<file path="config.mk">
export PLATFORM = sky130hd
export DESIGN_NAME = tlf_laser_fault_ctl
export DESIGN_NICKNAME = d
export VERILOG_FILES = /design/src/common/tlf_pkg.sv /design/src/hw/tlf_laser_fault_ctl.sv /design/src/hw/tlf_twi_slave.sv
export VERILOG_INCLUDE_DIRS = /design/src /design/src/common
export SDC_FILE = /design/constraint.sdc
export NUM_CORES = 1
export LEC_CHECK = 0
export BUFFER_PORTS_ARGS = -buffer_cell sky130_fd_sc_hd__buf_2
export CORE_ASPECT_RATIO = 1.5
export CORE_MARGIN = 3
export CORE_UTILIZATION = 56
export CTS_CLUSTER_SIZE = 12
export DETAILED_ROUTE_END_ITERATION = 7
export GPL_ROUTABILITY_DRIVEN = 0
export PLACE_DENSITY = 0.76
export SYNTH_ARGS = -nofsm -noshare
export SYNTH_HDL_FRONTEND = slang
export SYNTH_HIERARCHICAL = 1
export SYNTH_SLANG_ARGS = --single-unit
</file>
<file path="constraint.sdc">
create_clock -name sys_clk -period 1.8 [get_ports sys_clk]
set_input_delay 0.27 -clock sys_clk [delete_from_list [all_inputs] [get_ports sys_clk]]
set_output_delay 0.27 -clock sys_clk [all_outputs]
set_load 0.005 [all_outputs]
</file>
<file path="src/common/tlf_regs.svh">
`ifndef TLF_REGS_SVH
`define TLF_REGS_SVH

// Two-wire address of the diagnostic page, 7-bit form (0xA2 on the wire)
`define TLF_DIAG_DEV_ADDR       7'h51

// Transmit control and status byte
`define TLF_TX_CTRL_STATUS_OFS  8'h6E
`define TLF_TX_CTRL_STATUS_RST  8'h00

// Field positions inside the control and status byte
`define TLF_BIT_DIS_STATE       7
`define TLF_BIT_SOFT_DIS        6
`define TLF_BIT_TX_FAULT        2
`define TLF_BIT_RX_SIGNAL_LOST          1

`endif

</file>
<file path="src/common/tlf_pkg.sv">
`default_nettype none

package tlf_pkg;

  // Two-wire slave sequencer
  typedef enum logic [2:0] {
    TS_IDLE,
    TS_DEV,
    TS_RX,
    TS_ACK,
    TS_TX,
    TS_MACK
  } tlf_twi_state_t;

  // Whole state of the two-wire slave
  typedef struct packed {
    logic           scl_q;
    logic           sda_q;
    tlf_twi_state_t state;
    logic [3:0]     bitcnt;
    logic [7:0]     shreg;
    logic [7:0]     ptr;
    logic           first;
    logic           rw;
    logic           sda_oe;
    logic           we;
    logic [7:0]     wdata;
  } tlf_twi_st_t;

  // Whole state of the laser and fault control
  typedef struct packed {
    logic [1:0] dis_s;
    logic [1:0] lf_s;
    logic [1:0] eye_s;
    logic [1:0] lv_s;
    logic [1:0] los_s;
    logic [1:0] scl_s;
    logic [1:0] sda_s;
    logic       dis_q;
    logic       fault_latch;
    logic       soft_dis;
    logic       fault;
    logic       laser_off;
  } tlf_ctl_st_t;

endpackage

`default_nettype wire

</file>
<file path="src/hw/tlf_laser_fault_ctl.sv">
// Overview of operation
// RULE_01: Laser off while disable pin is high.
// RULE_02: Laser off is pin OR software bit.
// RULE_03: Disable pin state readable at bit 7.
// RULE_04: Laser fault or low supply: flag, laser off.
// RULE_05: Fault pin open collector, high means fault.
// RULE_06: Laser fault stays latched after cause ends.
// RULE_07: Latch cleared by disable toggle or power-up.
// RULE_08: Low supply fault follows supply, never latched.
// RULE_09: Fault condition readable at bit 2.
// RULE_10: Eye-safety overrun counts as laser fault.
// RULE_11: Disable toggle during fault restarts transmitter.
// RULE_12: Signal-lost output, mirrored at bit 1.
// RULE_13: Diagnostic byte on two-wire bus, address 0xA2.
// RULE_14: Synchronise pin; toggle is completed high pulse.
`timescale 1ns/1ps
`default_nettype none
`include "tlf_regs.svh"

module tlf_laser_fault_ctl #(
  parameter logic [6:0] DEV_ADDR = `TLF_DIAG_DEV_ADDR
) (
  input  wire logic sys_clk,
  input  wire logic resetn,
  input  wire logic tx_disable_pin,
  input  wire logic laser_fault,
  input  wire logic eye_limit_exceeded,
  input  wire logic supply_low,
  input  wire logic rx_signal_lost_detect,
  input  wire logic scl_in,
  input  wire logic sda_in,
  output logic      sda_out,
  output logic      sda_oe,
  output logic      tx_fault_out,
  output logic      tx_fault_oe,
  output logic      laser_off,
  output logic      rx_signal_lost
);
  import tlf_pkg::*;

  logic [1:0]  rst_pipe;
  logic        rst_n;
  tlf_ctl_st_t s;
  tlf_ctl_st_t next_s;
  logic        fault_cause;
  logic        dis_toggle;
  logic        reg_we;
  logic [7:0]  reg_addr;
  logic [7:0]  reg_wdata;
  logic [7:0]  reg_rdata;

  // Control and status byte as seen by the two-wire bus; all other bytes read zero
  function automatic logic [7:0] read_byte(input logic [7:0] a, input tlf_ctl_st_t st);
    logic [7:0] v;
    v = 8'h00;
    if (a == `TLF_TX_CTRL_STATUS_OFS) begin
      v[`TLF_BIT_DIS_STATE] = st.dis_s[1];  // RULE_03
      v[`TLF_BIT_SOFT_DIS]  = st.soft_dis;
      v[`TLF_BIT_TX_FAULT]  = st.fault;     // RULE_09
      v[`TLF_BIT_RX_SIGNAL_LOST]    = st.los_s[1];  // RULE_12
    end
    return v;
  endfunction

  // Reset release through two flops, assertion stays asynchronous
  always_ff @(posedge sys_clk or negedge resetn) begin
    if (!resetn) begin
      rst_pipe <= 2'b00;
    end else begin
      rst_pipe <= {rst_pipe[0], 1'b1};
    end
  end
  assign rst_n = rst_pipe[1];

  // Two-wire slave sees only synchronised levels
  tlf_twi_slave #(
    .DEV_ADDR (DEV_ADDR)
  ) u_twi (
    .clk    (sys_clk),
    .rst_n  (rst_n),
    .scl    (s.scl_s[1]),
    .sda    (s.sda_s[1]),
    .rdata  (reg_rdata),
    .sda_oe (sda_oe),
    .addr   (reg_addr),
    .wdata  (reg_wdata),
    .we     (reg_we)
  ); // RULE_13

  assign reg_rdata = read_byte(reg_addr, s);

  // Fault causes and the disable toggle, from second sync stages only
  assign fault_cause = s.lf_s[1] | s.eye_s[1];  // RULE_10
  assign dis_toggle  = s.dis_q & ~s.dis_s[1];   // RULE_14

  // Next state of the control logic
  always_comb begin
    next_s       = s;
    // Pin inputs, two stages each; stage 0 feeds stage 1 only
    next_s.dis_s = {s.dis_s[0], tx_disable_pin};    // RULE_14
    next_s.lf_s  = {s.lf_s[0], laser_fault};
    next_s.eye_s = {s.eye_s[0], eye_limit_exceeded};
    next_s.lv_s  = {s.lv_s[0], supply_low};
    next_s.los_s = {s.los_s[0], rx_signal_lost_detect};
    next_s.scl_s = {s.scl_s[0], scl_in};
    next_s.sda_s = {s.sda_s[0], sda_in};
    next_s.dis_q = s.dis_s[1];
    // A live cause wins over a toggle, so a persistent fault cannot be cleared
    if (fault_cause) begin
      next_s.fault_latch = 1'b1;               // RULE_06
    end else if (dis_toggle) begin
      next_s.fault_latch = 1'b0;               // RULE_07 RULE_11
    end
    if (reg_we && reg_addr == `TLF_TX_CTRL_STATUS_OFS) begin
      next_s.soft_dis = reg_wdata[`TLF_BIT_SOFT_DIS];
    end
    // Low supply joins the flag unlatched
    next_s.fault     = next_s.fault_latch | s.lv_s[1];                // RULE_04 RULE_08
    next_s.laser_off = s.dis_s[1] | next_s.soft_dis | next_s.fault;   // RULE_02
  end

  // State register; laser held off while in reset
  always_ff @(posedge sys_clk or negedge rst_n) begin
    if (!rst_n) begin
      s <= '{dis_s: 2'b00, lf_s: 2'b00, eye_s: 2'b00, lv_s: 2'b00,
             los_s: 2'b00, scl_s: 2'b11, sda_s: 2'b11, dis_q: 1'b0,
             fault_latch: 1'b0,
             soft_dis: 1'(`TLF_TX_CTRL_STATUS_RST >> `TLF_BIT_SOFT_DIS),
             fault: 1'b0, laser_off: 1'b1};
    end else begin
      s <= next_s;
    end
  end

  // Open collector: pull low while healthy, release to show a fault
  assign tx_fault_out   = 1'b0;
  assign tx_fault_oe    = ~s.fault;  // RULE_05
  assign laser_off      = s.laser_off;  // RULE_01
  assign rx_signal_lost = s.los_s[1];   // RULE_12
  assign sda_out        = 1'b0;
endmodule

`default_nettype wire

</file>
<file path="src/hw/tlf_twi_slave.sv">
`timescale 1ns/1ps
`default_nettype none
`include "tlf_regs.svh"

module tlf_twi_slave #(
  parameter logic [6:0] DEV_ADDR = `TLF_DIAG_DEV_ADDR
) (
  input  wire logic       clk,
  input  wire logic       rst_n,
  input  wire logic       scl,
  input  wire logic       sda,
  input  wire logic [7:0] rdata,
  output logic            sda_oe,
  output logic [7:0]      addr,
  output logic [7:0]      wdata,
  output logic            we
);
  import tlf_pkg::*;

  tlf_twi_st_t s;
  tlf_twi_st_t next_s;
  logic        scl_rise;
  logic        scl_fall;
  logic        start_cond;
  logic        stop_cond;

  // Bus events from already synchronised levels
  assign scl_rise   = scl & ~s.scl_q;
  assign scl_fall   = ~scl & s.scl_q;
  assign start_cond = scl & s.scl_q & s.sda_q & ~sda;
  assign stop_cond  = scl & s.scl_q & ~s.sda_q & sda;

  // Byte sequencer; sda only changes after scl has fallen
  always_comb begin
    next_s       = s;
    next_s.scl_q = scl;
    next_s.sda_q = sda;
    next_s.we    = 1'b0;
    // Write address advances one cycle after the strobe, so addr is stable under it
    if (s.we) begin
      next_s.ptr = s.ptr + 8'h01;
    end
    if (stop_cond) begin
      next_s.state  = TS_IDLE;
      next_s.sda_oe = 1'b0;
    end else if (start_cond) begin
      next_s.state  = TS_DEV;
      next_s.bitcnt = 4'h0;
      next_s.sda_oe = 1'b0;
    end else begin
      case (s.state)
        TS_DEV, TS_RX: begin
          if (scl_rise) begin
            next_s.shreg  = {s.shreg[6:0], sda};
            next_s.bitcnt = s.bitcnt + 4'h1;
          end else if (scl_fall && s.bitcnt == 4'h8) begin
            next_s.sda_oe = 1'b1;
            next_s.state  = TS_ACK;
            if (s.state == TS_DEV) begin
              next_s.rw    = s.shreg[0];
              next_s.first = ~s.shreg[0];
              // Other addresses belong to other devices: stay silent
              if (s.shreg[7:1] != DEV_ADDR) begin
                next_s.sda_oe = 1'b0;
                next_s.state  = TS_IDLE;
              end
            end else if (s.first) begin
              next_s.ptr   = s.shreg;
              next_s.first = 1'b0;
            end else begin
              next_s.we    = 1'b1;
              next_s.wdata = s.shreg;
            end
          end
        end
        TS_ACK: begin
          if (scl_fall) begin
            next_s.bitcnt = 4'h0;
            if (s.rw) begin
              next_s.state  = TS_TX;
              next_s.shreg  = rdata;
              next_s.sda_oe = ~rdata[7];
            end else begin
              next_s.state  = TS_RX;
              next_s.sda_oe = 1'b0;
            end
          end
        end
        TS_TX: begin
          if (scl_fall) begin
            next_s.bitcnt = s.bitcnt + 4'h1;
            if (s.bitcnt == 4'h7) begin
              next_s.state  = TS_MACK;
              next_s.sda_oe = 1'b0;
              next_s.ptr    = s.ptr + 8'h01;
            end else begin
              next_s.shreg  = {s.shreg[6:0], 1'b0};
              next_s.sda_oe = ~s.shreg[6];
            end
          end
        end
        TS_MACK: begin
          // rw doubles as the master's ack: a nack ends the read
          if (scl_rise) begin
            next_s.rw = ~sda;
          end else if (scl_fall) begin
            next_s.bitcnt = 4'h0;
            if (s.rw) begin
              next_s.state  = TS_TX;
              next_s.shreg  = rdata;
              next_s.sda_oe = ~rdata[7];
            end else begin
              next_s.state = TS_IDLE;
            end
          end
        end
        default: begin
          next_s.sda_oe = 1'b0;
        end
      endcase
    end
  end

  // State register
  always_ff @(posedge clk or negedge rst_n) begin
    if (!rst_n) begin
      s <= '{scl_q: 1'b1, sda_q: 1'b1, state: TS_IDLE, bitcnt: 4'h0,
             shreg: 8'h00, ptr: 8'h00, first: 1'b0, rw: 1'b0,
             sda_oe: 1'b0, we: 1'b0, wdata: 8'h00};
    end else begin
      s <= next_s;
    end
  end

  assign sda_oe = s.sda_oe;
  assign addr   = s.ptr;
  assign wdata  = s.wdata;
  assign we     = s.we;
endmodule

`default_nettype wire

</file>
==> results.md <==
Synth:
- The number of standard cells after synthesis is 311.
- The synthesized netlist occupies a cell area of approximately 3000 um^2.
- For this run, the number of Yosys warnings is 6.
- The mean instance size in the synthesized netlist is roughly 9.8 um^2.

Finish:
- In the layout the commonest cells are buf_4 (49), dfrtp_1 (40), nand2_1 (25).
- The area added between synthesis and finish is 21.7%.
- The layout has approximately 410 filler cells.
- Summing all multi-input logic gate instances after layout gives roughly 1700 um^2.
- The library cell used most frequently in the layout, excluding fill and tap cells, is buf_4.
- The share of the core filled with cells is a little under three quarters.
- The count of non-filler cells in the finished layout is roughly 430.
- The total area of sequential cells is 1290 um^2.
- For this run, the post-layout net count is roughly 380.
- The number of antenna cells inserted is 0.
- The ratio of cells with drive above 1 in the final layout is 35.3%.

Floorplanning:
- The height of the die is ~96 um.
- The number of top-level pins is 15.
- The floorplan has 32 rows.
- The die outline area is 6380 um^2.
- From left edge to right edge, the die measures approximately 66 um.
- The total area inside the core boundary comes to 5200 um^2.
- Once the floorplan was initialized, standard cells occupied about three fifths of the core.

Status:
- The final reports fail on negative setup slack.
- The run finished, with violations left.

Clock tree:
- The clock sink count is 51.
- Clock tree synthesis selected as its root buffer the cell clkbuf_8.
- After clock tree synthesis, the clock-pin slew on the worst setup and hold paths is approximately 0.10 ns.
- The deepest clock path buffer count is 2.
- The H-tree level count is 2.
- The clock latency on the worst-skew pair is between 0.3 and 0.4 ns.
- Buffers inserted during clock tree synthesis total 5.
- TritonCTS built the clock tree.

STA:
- The achievable clock frequency is ~0.52 GHz.
- Setup repair after global routing could not meet its margin everywhere.
- The tightest hold path in the finished design has a slack of 0.0358 ns.
- The worst pin sits at a relative slew slack of approximately 60%.
- The worst clock skew on the final layout is 0.0120 ns.
- The fraction of the cycle the final worst path needs is 107%.
- The count of pins over their slew limit is 0.
- After routing, the total negative slack on setup checks comes to -1.21 ns.
- The slew at the pin closest to its max-slew limit is 0.598 ns.
- The final-report hold violation count is 0.
- The number of setup violations in the final report is 17.
- Once routing completed, OpenROAD measured the worst setup slack at -0.123 ns.
- The clock period minus final worst setup slack is 1.92 ns.

Setup path:
- The critical path is of the reg -> reg type.
- The critical path goes through inv_2, ha_1, and3b_2, buf_4, nand3_1, mux2_1, o22ai_2, a221o_1.
- The endpoint of the most critical register-to-register path is u_twi/addr[2]$_DFF_PN0_.
- The slowest stage of the critical path belongs to the cell dfrtp_1.
- The worst setup path is launched from a flop.
- STA classifies the critical path endpoint as a flop.
- The register-to-register path setup slack is -0.12 ns.
- The biggest fanout along the worst timing path is 4.
- The endpoint arrival time on the critical path is approximately 2.2 ns.
- In this run the critical register-to-register path is launched from u_twi/s[28]$_DFFE_PN0P_.
- The worst endpoint required time is 2.05 ns.
- The critical path's largest stage delay is between 0.4 and 0.5 ns.
- The worst reg-to-reg path cell count is 8.

Min path:
- The cell depth of the worst hold path is 1.
- The min-delay analysis places its worst path in the category in -> reg.
- The worst hold path begins at scl_in.
- For hold timing, the worst endpoint is next_s[8]$_DFF_PN1_.

GRT:
- The first global-routing pass estimated about 13,000 um of wire.
- The number of global-route vias before repair is between 2,000 and 3,000.
- The number of antenna violations at the first check in global routing is 0.
- Global routing consumed, over all layers together, about a quarter of the routing resources.
- The sum of overflow across all layers after global routing is 0.
- The maximum number of pins on one net before global-route repair is 50.

Run:
- The tool flagged a number of max-cap violations equal to 0.

Power and ir drop:
- The clock network fraction of design power is between 10% and 20%.
- The total power draw is 4.72 mW.
- The internal power of the cells totals about 2.8 mW.
- The combinational share of power is around 51%.
- The maximum vdd drop is around 0.00092 V.
- The share of power burned in registers is roughly a third.
- The analysis attributes to net switching a power of 1.91 mW.
- Dividing total power by cell area gives a power density of 1270 nW/um^2.
- Summed over all cells, the static leakage comes to 1.63 nW.
- In this run switching power makes up between 40% and 50% of total power.

Routing:
- The count of unresolved DRC violations after routing is 0.
- The ratio of routed vias to standard cells is slightly above 6.
- The number of DRC markers in iteration 0 is between 150 and 200.
- The number of detailed-routing iterations run before antenna repair is 7.
- The post-route antenna net violation count is 0.
- Dividing the detail-routed wire length by the instance count gives between 15 and 20 um.
- For this block, the routed nets add up to around 7900 um of wire.
- The via total after detailed routing is 2,649.

Place:
- The count of port buffers added during placement is 12.
- Detailed placement finished with a half-perimeter wire length of around 5700 um.
- The placed cell count is approximately 420.
[through the flow]
step / cell area (um^2) / setup WS, ns
floorplan: 3070 / 0.0366
global placement: 3420 / -0.0879
detailed placement: 3420 / -0.0732
CTS: 3600 / -0.0446
global route: 3710 / -0.197
finish: 3710 / -0.123
[cell type report]
cell class | instances | area share (%)
sequential | 51 | 34.8
multi-input combinational | 225 | 45.3
inverter | 14 | 1.45
tap | 68 | 2.29
timing repair buffer | 67 | 13.6
clock inverter | 3 | 0.742
clock buffer | 5 | 1.85
[how the worst max path moves through the flow]
| stage | start | end | slack [ns] |
|---|---|---|---|
| 2_1_floorplan | s[8]$_DFF_PN1_ | u_twi/s[21]$_DFFE_PN0P_ | 0.04 |
| 3_3_place_gp | u_twi/s[36]$_DFF_PN1_ | u_twi/s[24]$_DFFE_PN0P_ | -0.09 |
| 3_5_place_dp | u_twi/s[28]$_DFFE_PN0P_ | u_twi/s[34]$_DFFE_PN0P_ | -0.07 |
| 4_1_cts | s[8]$_DFF_PN1_ | u_twi/s[24]$_DFFE_PN0P_ | -0.04 |
| 5_1_grt | u_twi/s[28]$_DFFE_PN0P_ | u_twi/addr[2]$_DFF_PN0_ | -0.20 |
| 6_report | u_twi/s[28]$_DFFE_PN0P_ | u_twi/addr[2]$_DFF_PN0_ | -0.12 |
[worst max-delay path, delay by kind of cell (launching register included)]
kind            cells  cell delay [ns]
fa+ha+maj           1             0.18
simple gates        2             0.38
compound gates      2             0.34
buf+inv             2             0.20
flops               1             0.41
mux                 1             0.36
[sequential cells by signal (all words and copies together), names as in the netlist]
register and count:
laser_off 1, next_s 8, rst_pipe 2, rx_signal_lost 1
s 9, u_twi/addr 8, u_twi/s 19, u_twi/sda_oe 1
u_twi/wdata 1, u_twi/we 1
[timing repair]
item | in CTS | in global routing
endpoints found under the hold margin | 2 | 0
pin swaps | 11 | 13
buffers inserted | 1 | 4
setup endpoints to repair | 20 | 26
hold buffers | 1 | 0
resized for setup | 15 | 20
[metal layers]
| metal | GRT usage (%) | wire length (um) | part of all wire, % |
|---|---|---|---|
| met5 | 0 | 0 | 0 |
| met4 | 12.7 | 361 | 4.6 |
| met3 | 3.70 | 286 | 3.6 |
| met2 | 49.5 | 4280 | 54 |
| met1 | 27.8 | 2980 | 38 |
[power groups by stage]
stage,clock [mW],sequential (mW),combinational (mW)
after detailed placement,0,1.62,2.12
after global placement,0,1.60,2.08
after global routing,0.753,1.65,2.59
after floorplan,0,1.55,1.47
final,0.699,1.63,2.40
after CTS,0.717,1.60,2.23
(Power assumes the default switching activity.)
